`src/pfs_pkg.sv`:
```
`default_nettype none

package pfs_pkg;

  // Register port widths
  localparam int ADDR_W = 8;
  localparam int DATA_W = 16;
  localparam int MODE_W = 3;
  localparam int CODE_N = 8;

  // Byte offsets of the function select registers
  localparam logic [ADDR_W-1:0] OFS_PORT_A = 8'h00;
  localparam logic [ADDR_W-1:0] OFS_PORT_B = 8'h04;
  localparam logic [ADDR_W-1:0] OFS_PORT_C = 8'h08;

  // Writable bits; every other bit is reserved and reads zero
  localparam logic [DATA_W-1:0] MASK_PORT_A = 16'h7777;
  localparam logic [DATA_W-1:0] MASK_PORT_B = 16'h7700;
  localparam logic [DATA_W-1:0] MASK_PORT_C = 16'h0070;

  // Reset values: normal boot and ROM-disabled external boot
  localparam logic [DATA_W-1:0] RST_PORT_A     = 16'h0000;
  localparam logic [DATA_W-1:0] RST_PORT_B     = 16'h0000;
  localparam logic [DATA_W-1:0] RST_PORT_C     = 16'h0000;
  localparam logic [DATA_W-1:0] RST_EXT_PORT_A = 16'h1111;
  localparam logic [DATA_W-1:0] RST_EXT_PORT_B = 16'h1100;
  localparam logic [DATA_W-1:0] RST_EXT_PORT_C = 16'h0010;

  // Field positions of the three muxed pins
  localparam int LSB_A11 = 12;
  localparam int LSB_B7  = 12;
  localparam int LSB_C13 = 4;

  // Mode codes
  localparam logic [MODE_W-1:0] MD_PORT    = 3'h0;
  localparam logic [MODE_W-1:0] MD_BUS     = 3'h1;
  localparam logic [MODE_W-1:0] MD_BUS_REQ = 3'h2;
  localparam logic [MODE_W-1:0] MD_IRQ     = 3'h3;
  localparam logic [MODE_W-1:0] MD_POE     = 3'h4;
  localparam logic [MODE_W-1:0] MD_TXD     = 3'h5;

  // Pin indices and legal code sets, one bit per code
  localparam int PIN_A11 = 0;
  localparam int PIN_B7  = 1;
  localparam int PIN_C13 = 2;
  localparam int PIN_N   = 3;
  localparam logic [CODE_N-1:0] LEGAL_A11 = 8'h03;
  localparam logic [CODE_N-1:0] LEGAL_B7  = 8'h3f;
  localparam logic [CODE_N-1:0] LEGAL_C13 = 8'h03;

  typedef logic [MODE_W-1:0] pfs_mode_t;

  // Drive of one pin: level and output enable
  typedef struct packed {
    logic out;
    logic oe;
  } pfs_pin_s;

endpackage

`default_nettype wire

```
`src/pfs_top.sv`:
```
`default_nettype none

module pfs_top (
  input  wire logic                     i_clock,         // 20 MHz clock
  input  wire logic                     i_reset_n,       // Sync reset, low
  input  wire logic                     i_rom_off_ext32, // Boot strap A
  input  wire logic                     i_rom_off_ext,   // Boot strap B/C
  input  wire logic [pfs_pkg::ADDR_W-1:0] i_addr,        // Byte address
  input  wire logic [pfs_pkg::DATA_W-1:0] i_wdata,       // Write data
  input  wire logic                     i_wr,            // Write strobe
  input  wire logic                     i_rd,            // Read strobe
  output logic      [pfs_pkg::DATA_W-1:0] o_rdata,       // Read data
  input  wire pfs_pkg::pfs_pin_s        i_port_a11,      // Port drive A11
  input  wire pfs_pkg::pfs_pin_s        i_port_b7,       // Port drive B7
  input  wire pfs_pkg::pfs_pin_s        i_port_c13,      // Port drive C13
  input  wire logic                     i_top_byte_strobe_mask_hold, // Bus ctl
  input  wire logic                     i_address_bit_nineteen_out,  // Bus ctl
  input  wire logic                     i_bus_request_out,           // Bus ctl
  input  wire logic                     i_address_bit_thirteen_out,  // Bus ctl
  input  wire pfs_pkg::pfs_pin_s        i_output_disable_pin_four,   // Drive
  input  wire logic                     i_serial0_transmit_out,      // Serial
  input  wire logic                     i_port_b_line_seven_in,      // Pin in
  output wire pfs_pkg::pfs_pin_s        o_port_a_line_eleven,        // Pin
  output wire pfs_pkg::pfs_pin_s        o_port_b_line_seven,         // Pin
  output wire pfs_pkg::pfs_pin_s        o_port_c_line_thirteen,      // Pin
  output wire logic                     o_external_interrupt_six,    // To irq
  output wire logic                     o_output_disable_pin_four_in // To poe
);
  import pfs_pkg::*;

  localparam logic [PIN_N-1:0][CODE_N-1:0] PIN_LEGAL =
    {LEGAL_C13, LEGAL_B7, LEGAL_A11};

  logic [DATA_W-1:0] port_a_low_function_select_3;
  logic [DATA_W-1:0] port_b_low_function_select_2;
  logic [DATA_W-1:0] port_c_function_select;
  logic [DATA_W-1:0] next_rdata;

  wire hit_a;
  wire hit_b;
  wire hit_c;
  wire wr_a;
  wire wr_b;
  wire wr_c;
  pfs_mode_t port_a_line11_function;
  pfs_mode_t port_b_line7_function;
  pfs_mode_t port_c_line13_function;
  pfs_pin_s  bus_drive_a11;
  pfs_pin_s  bus_drive_b7_adr;
  pfs_pin_s  bus_drive_b7_req;
  pfs_pin_s  bus_drive_c13;
  pfs_pin_s  serial_drive_b7;
  pfs_pin_s  input_only;

  pfs_mode_t                        pin_mode [PIN_N];
  pfs_pin_s                         pin_port [PIN_N];
  pfs_pin_s  [PIN_N-1:0][CODE_N-1:0] pin_fn;
  pfs_pin_s  [PIN_N-1:0]            pin_drive;

  // Address decode
  assign hit_a = (i_addr == OFS_PORT_A);
  assign hit_b = (i_addr == OFS_PORT_B);
  assign hit_c = (i_addr == OFS_PORT_C);
  assign wr_a  = i_wr & hit_a;
  assign wr_b  = i_wr & hit_b;
  assign wr_c  = i_wr & hit_c;

  // Port A register; reserved bits never stored
  // port A
  always_ff @(posedge i_clock) begin
    if (!i_reset_n) begin
      port_a_low_function_select_3 <= i_rom_off_ext32 ? RST_EXT_PORT_A : RST_PORT_A;
    end else if (wr_a) begin
      port_a_low_function_select_3 <= i_wdata & MASK_PORT_A;
    end
  end

  // Port B register; low byte is read-only zero
  // port B
  always_ff @(posedge i_clock) begin
    if (!i_reset_n) begin
      port_b_low_function_select_2 <= i_rom_off_ext ? RST_EXT_PORT_B : RST_PORT_B;
    end else if (wr_b) begin
      port_b_low_function_select_2 <= i_wdata & MASK_PORT_B;
    end
  end

  // Port C register holds only the line 13 field
  // port C
  always_ff @(posedge i_clock) begin
    if (!i_reset_n) begin
      port_c_function_select <= i_rom_off_ext ? RST_EXT_PORT_C : RST_PORT_C;
    end else if (wr_c) begin
      port_c_function_select <= i_wdata & MASK_PORT_C;
    end
  end

  // Read select; unmapped addresses read zero
  // reserved zero
  assign next_rdata = hit_a ? port_a_low_function_select_3 :
                      hit_b ? port_b_low_function_select_2 :
                      hit_c ? port_c_function_select : '0;

  // Read data stands only in the cycle after the strobe
  always_ff @(posedge i_clock) begin
    if (!i_reset_n) begin
      o_rdata <= '0;
    end else begin
      o_rdata <= i_rd ? next_rdata : '0;
    end
  end

  // Mode fields come straight from flops, so routing never glitches
  // registered routing
  assign port_a_line11_function = port_a_low_function_select_3[LSB_A11 +: MODE_W];
  assign port_b_line7_function  = port_b_low_function_select_2[LSB_B7 +: MODE_W];
  assign port_c_line13_function = port_c_function_select[LSB_C13 +: MODE_W];

  // Function sources seen as pin drives
  assign bus_drive_a11    = '{out: i_top_byte_strobe_mask_hold, oe: 1'b1};
  assign bus_drive_b7_adr = '{out: i_address_bit_nineteen_out, oe: 1'b1};
  assign bus_drive_b7_req = '{out: i_bus_request_out, oe: 1'b1};
  assign bus_drive_c13    = '{out: i_address_bit_thirteen_out, oe: 1'b1};
  assign serial_drive_b7  = '{out: i_serial0_transmit_out, oe: 1'b1};
  assign input_only       = '{out: 1'b0, oe: 1'b0};

  // Per-pin mode and port drive
  assign pin_mode[PIN_A11] = port_a_line11_function;
  assign pin_mode[PIN_B7]  = port_b_line7_function;
  assign pin_mode[PIN_C13] = port_c_line13_function;
  assign pin_port[PIN_A11] = i_port_a11;
  assign pin_port[PIN_B7]  = i_port_b7;
  assign pin_port[PIN_C13] = i_port_c13;

  // Function tables; unlisted codes are masked off by the mux
  // lines 11, 7 and 13
  always_comb begin
    pin_fn                  = '0;
    pin_fn[PIN_A11][MD_PORT] = i_port_a11;
    pin_fn[PIN_A11][MD_BUS]  = bus_drive_a11;
    pin_fn[PIN_B7][MD_PORT]  = i_port_b7;
    pin_fn[PIN_B7][MD_BUS]   = bus_drive_b7_adr;
    pin_fn[PIN_B7][MD_BUS_REQ] = bus_drive_b7_req;
    pin_fn[PIN_B7][MD_IRQ]   = input_only;
    pin_fn[PIN_B7][MD_POE]   = i_output_disable_pin_four;
    pin_fn[PIN_B7][MD_TXD]   = serial_drive_b7;
    pin_fn[PIN_C13][MD_PORT] = i_port_c13;
    pin_fn[PIN_C13][MD_BUS]  = bus_drive_c13;
  end

  // One mux per pin, each on its own field
  // per-pin select
  for (genvar p = 0; p < PIN_N; p++) begin : g_pin
    pfs_pin_mux #(
      .LEGAL (PIN_LEGAL[p])
    ) u_mux (
      .i_mode (pin_mode[p]),
      .i_port (pin_port[p]),
      .i_fn   (pin_fn[p]),
      .o_pin  (pin_drive[p])
    );
  end

  assign o_port_a_line_eleven   = pin_drive[PIN_A11];
  assign o_port_b_line_seven    = pin_drive[PIN_B7];
  assign o_port_c_line_thirteen = pin_drive[PIN_C13];

  // Pin level to the interrupt and output-disable units; idle low
  // input routing
  assign o_external_interrupt_six =
    (port_b_line7_function == MD_IRQ) & i_port_b_line_seven_in;
  assign o_output_disable_pin_four_in =
    (port_b_line7_function == MD_POE) & i_port_b_line_seven_in;
endmodule

`default_nettype wire

```
`src/pfs_pin_mux.sv`:
```
`default_nettype none

module pfs_pin_mux #(
  parameter logic [7:0] LEGAL = 8'h03
) (
  input  wire pfs_pkg::pfs_mode_t      i_mode, // Mode field
  input  wire pfs_pkg::pfs_pin_s       i_port, // Port drive
  input  wire pfs_pkg::pfs_pin_s [7:0] i_fn,   // Drive per code
  output wire pfs_pkg::pfs_pin_s       o_pin   // Pin drive
);
  import pfs_pkg::*;

  wire code_legal;

  // Prohibited codes fall back to port so the pin never floats oddly
  assign code_legal = LEGAL[i_mode];
  assign o_pin      = code_legal ? i_fn[i_mode] : i_port;

endmodule

`default_nettype wire

```
`config.mk`:
```
export PLATFORM = sky130hd
export DESIGN_NAME = pfs_top
export DESIGN_NICKNAME = d
export VERILOG_FILES = /design/src/pfs_pkg.sv /design/src/pfs_top.sv /design/src/pfs_pin_mux.sv
export SDC_FILE = /design/constraint.sdc
export NUM_CORES = 1
export LEC_CHECK = 0
export ABC_AREA = 1
export BUFFER_PORTS_ARGS = -buffer_cell sky130_fd_sc_hd__buf_2
export CAP_MARGIN = 20
export CELL_PAD_IN_SITES_DETAIL_PLACEMENT = 0
export CELL_PAD_IN_SITES_GLOBAL_PLACEMENT = 2
export CORE_MARGIN = 2
export CORE_UTILIZATION = 28
export CTS_CLUSTER_DIAMETER = 100
export DETAILED_ROUTE_END_ITERATION = 8
export GPL_TIMING_DRIVEN = 0
export PLACE_DENSITY_LB_ADDON = 0.1
export SYNTH_ARGS = -nofsm -noshare
export SYNTH_HDL_FRONTEND = slang
export SYNTH_HIERARCHICAL = 1
export SYNTH_SLANG_ARGS = --single-unit
```
`constraint.sdc`:
```
create_clock -name i_clock -period 2.3 [get_ports i_clock]
set_input_delay 0.23 -clock i_clock [delete_from_list [all_inputs] [get_ports i_clock]]
set_output_delay 0.23 -clock i_clock [all_outputs]
set_load 0.05 [all_outputs]
```
After elaboration in Yosys (flattened, before gate mapping)
Memory sizes are Yosys's and may differ from the RTL's. A register that Yosys moved wholly into a read port is not among the register bits.
Cells that the tools add are included.
{"block": "word_totals", "regBits": 64, "latch_bits": 0, "ram_bits": 0, "mem_bits_ro": 24, "input_bits": 44, "mem_count": 3}
{"name": "(no name shown)", "words": 8, "width": 1, "rd": 1, "rd_clocked_by_memory_dff": 1, "write_ports": 0, "line": "pfs_pin_mux.sv:16", "rtl": "assign code_legal = LEGAL[i_mode];"}
{"name": "(no name shown)", "words": 8, "width": 1, "rd": 1, "rd_clocked_by_memory_dff": 1, "write_ports": 0, "line": "pfs_pin_mux.sv:16"}
{"name": "(no name shown)", "words": 8, "width": 1, "rd": 1, "rd_clocked_by_memory_dff": 1, "write_ports": 0, "line": "pfs_pin_mux.sv:16"}
{"block": "op_classes", "addsub": 0, "mul": 0, "n_div": 0, "n_lt_le_gt_ge": 3, "n_eq_ne": 7, "shift": 0, "muxes": 27, "bitwise": 5, "reduce_logical": 2}
{"op": "$mux 16", "count": 9}
{"op": "$mux 13", "count": 2}
{"op": "$bmux 2 s3", "count": 3}
{"op": "$lt 3x4->1 const B", "count": 3}
{"op": "$mux 2", "count": 6}
{"op": "$mux 3", "count": 3}
{"op": "$eq 8x3->1 const B", "count": 1}
{"op": "$eq 8x4->1 const B", "count": 1}
{"op": "$logic_not 8->1", "count": 1}
{"op": "$ne 2x1->1 const B", "count": 3}
{"op": "$and 1x1->1", "count": 5}
{"op": "$mux 5", "count": 1}
{"op": "$eq 3x2->1 const B", "count": 1}
{"op": "$eq 3x3->1 const B", "count": 1}
{"op": "$mux 1", "count": 3}
{"op": "$reduce_and 2->1", "count": 1}

Depth between registers and ports, before layout
{"block": "logic_depth", "ltp_word": 5, "depth_mapped": 6, "depth_no_buf": 6}

Hierarchy
The synthesis kept the hierarchy.
{"module": "pfs_top", "n_inst": 1, "cells_per_inst": 152, "area_per_inst_um2": 1418.9, "seq_area_each_um2": 870.8}
{"module": "pfs_pin_mux at g_pin[1].u_mux", "n_inst": 1, "cells_per_inst": 41, "area_per_inst_um2": 175.2, "seq_area_each_um2": 0.0}
{"module": "pfs_pin_mux at g_pin[0].u_mux ...", "n_inst": 2, "cells_per_inst": 17, "area_per_inst_um2": 68.8, "seq_area_each_um2": 0.0}

Worst setup path after synthesis
OpenSTA, ideal clock, no wires.
{"block": "synth_path", "path_type": "register -> output", "start": "register port_b_low_function_select_2[12]", "end": "output port o_output_disable_pin_four_in", "t_arrival_ns": 2.073, "required_time_ns": 2.070, "path_slack_ns": -0.003, "stages_incl_launch_ff": 2, "n_path_buf": 0, "cell_sequence": "edfxtp_1 -> nor4_1"}
{"block": "synth_between", "elab_chain_len": 2}
{"item": "start, declared", "line": "pfs_top.sv:35", "rtl": "logic [DATA_W-1:0] port_b_low_function_select_2;"}
{"item": "start signal, assigned", "line": "pfs_top.sv:82", "rtl": "port_b_low_function_select_2 <= i_rom_off_ext ? RST_EXT_PORT_B : RST_PORT_B;"}
{"item": "start signal, assigned", "line": "pfs_top.sv:84", "rtl": "port_b_low_function_select_2 <= i_wdata & MASK_PORT_B;"}
{"item": "$eq 3x3->1", "line": "pfs_top.sv:173", "rtl": "(port_b_line7_function == MD_POE) & i_port_b_line_seven_in;"}
{"item": "$and 1x1->1", "line": "pfs_top.sv:173"}
{"item": "end, declared", "line": "pfs_top.sv:27", "rtl": "output wire logic o_output_disable_pin_four_in"}
No other way between the ends.

==> impl_metrics.toml <==
[synth]
synth-compound-area-share_pct = 4.34
synth_mux_area_share_pct = 0
synth_area_mm2 = 0.00173
synthSimpleGateAreaFrac_pct = 31.4
synthAdderAreaFrac_pct = 0
synth_top_family_by_area = "simple AND/OR/NAND/NOR gates"
ys_types = 19
yosys_warnings = 6
ys_seq_area_share_pct = 50.3
avgSynthCellArea_um2 = 7.63
synthXorXnorAreaFrac_pct = 0
netlist_instances = 227
ys_seq_elements = 33

[timing]
period_share_pct = 77.2
tightest_slew_ns = 0.535
setup_slack_ns = 0.525
min_period_ns = 1.77
fmax_mhz = 563
slew_violations = 0
hold_viol = 0
fin_setup_tns_ns = 0
relSlewSlack_pct = 64.3
grt_setup_unrepaired = "no"
setup_violations = 0
clock_skew_ns = 0.00388

[global_route]
grt_pass1_vias = 1376
grt_overflow = 0
grt_max_degree = 13
track_usage_pct = 12.3
grt_pass1_wl_um = 6220
grt.met3_usage_pct = 2.93
gr-max-usage-layer = "met2"
grt_use_met2_pct = 21.6
grt.met1_usage_pct = 14.8
antenna_found_initial = 0

[setup_path]
cp-startpoint = "port_b_low_function_select_2[12]"
critPathCapture = "o_port_b_line_seven[0]"
rr_worst_depth = 4
crit_type = "reg2out"
cp_data_required_time_ns = 2.07
reg2reg_from = "port_b_low_function_select_2[12]"
r2r_slack_ns = 1.29
cp_max_fo = 10
critical_path_arrival_ns = 1.54
worstReg2RegEnd = "o_rdata[12]"
start_kind = "flip-flop"
cp-end-kind = "output port"

[placement]
place_area_mm2 = 0.00216
port_buffers = 58
hpwl_um = 2970
gp_congestion = 0.721
dp.cells = 369
place_ws_ns = 0.425

[cts]
numClockSinks = 33
clockRootBuffer = "clkbuf_8"
clk_pin_slew_ns = 0.07
clock_path_buffers = 2
cts_setup_buffers = 0
cts_tree = "yes"
htreeDepth = 2
ctsHoldBuffers = 0
cts.repair.resized = 0
clock_latency_ns = 0.28
cts_buffers = 5

[route]
drc = 0
vias_per_cell = 4.03
drt_first_pass_iters = 4
wire_per_inst_um = 10.5
drt_iter0_markers = 57
num_vias = 1520
routed_wl_um = 3950
ant_nets = 0

[finish]
diodes = 0
final_cell_mix = "76 x nand2_1, 61 x buf_2, 38 x inv_1, 30 x nand3_1, 21 x edfxtp_1"
area_growth_syn_to_layout_pct = 29.2
layout-drive-gt1-share_pct = 27.8
nets = 345
layout_commonest_cell = "nand2_1"
final_cells = 377
fin_area_mm2 = 0.00224

[run_status]
status = "finished, final reports clean"

[floorplan]
die_h_um = 82.6
initial_core_util_pct = 29.1
coreArea_mm2 = 0.00596
rows = 28
io_pins = 68
dieWidth_um = 82.6
dieArea_mm2 = 0.00683

[min_path]
worstHoldPathType = "in2reg"

[power_and_ir_drop]
peakVddDrop_mv = 0.339
p_leak_nw = 1.24
power_density_mw_per_mm2 = 606

[job]
cap_violations = 0
-- stage by stage --
stage | utilization (%) | hold slack, ns | power [W]
2_1_floorplan | - | 0.403 | 0.000872
3_3_place_gp | 36.2 | 0.450 | 0.000953
3_5_place_dp | 36.2 | 0.453 | 0.000953
4_1_cts | 37.6 | 0.198 | 0.00137
5_1_grt | 37.6 | 0.218 | 0.00142
6_report | 37.6 | 0.206 | 0.00136
-- state kept, by name (all words and copies together), names as in the netlist --
| name | flops |
|---|---|
| o_rdata | 12 |
| port_a_low_function_select_3 | 12 |
| port_b_low_function_select_2 | 6 |
| port_c_function_select | 3 |
-- logic make-up (layout without fill, tap and decap cells) --
logic type	Yosys count	in the layout
simple gates	126	126
buf+inv	51	117
compound gates	15	15
other cells	2	11
flops	33	33
-- layer usage --
metal / wire [µm] / share of wire (%)
met5: 0 / 0
met4: 40 / 1.0
met3: 220 / 5.6
met2: 1850 / 47
met1: 1840 / 47
-- worst min-delay path by stage --
| stage | endpoint | start | cells after the start | slack (ns) |
|---|---|---|---|---|
| 4_1_cts | port_a_low_function_select_3[1] | i_wdata[1] | 3 | 0.20 |
| 6_report | port_a_low_function_select_3[1] | i_wdata[1] | 3 | 0.21 |
| 3_3_place_gp | o_rdata[2] | port_a_low_function_select_3[2] | 2 | 0.45 |
| 5_1_grt | port_a_low_function_select_3[1] | i_wdata[1] | 3 | 0.22 |
| 2_1_floorplan | port_a_low_function_select_3[1] | i_wdata[1] | 2 | 0.40 |
| 3_5_place_dp | o_rdata[10] | port_a_low_function_select_3[10] | 2 | 0.45 |
-- cell type report --
cell class,instances,area [µm²]
Clock buffer,7,76.3
Fill cell,670,3720
Tap cell,75,93.8
Multi-Input combinational cell,152,666
Inverter,42,171
Timing Repair Buffer,58,290
Buffer,9,63.8
Sequential cell,33,871
Clock inverter,1,5.00
-- report_power, final --
part | internal, W | switching [W]
clock network | 0.000212 | 0.000207
logic | 0.0000816 | 0.000166
registers | 0.000667 | 0.0000220
-- Yosys cell counts --
library cell	instances	area, µm²
a21oi_1	9	45.0
buf_2	3	15.0
buf_4	5	37.5
buf_6	1	11.3
bufinv_8	1	17.5
clkinv_1	2	7.51
conb_1	2	7.51
dfxtp_1	12	240
edfxtp_1	21	631
inv_1	38	143
inv_2	1	3.75
nand2_1	76	285
nand2_2	1	6.26
nand3_1	30	150
nor2_1	11	41.3
nor2_2	5	31.3
nor2_4	2	22.5
nor4_1	1	6.26
o21ai_0	6	30.0
-- worst max-delay path: stages (launching register included) --
cell,delay [ns]
edfxtp_1,0.58
inv_2,0.14
nand2_1,0.08
nand3_1,0.06
nand2_1,0.07
nand2_1,0.05
nand2_1,0.04
buf_2,0.25
No activity file was read; power rests on OpenSTA's default activity.
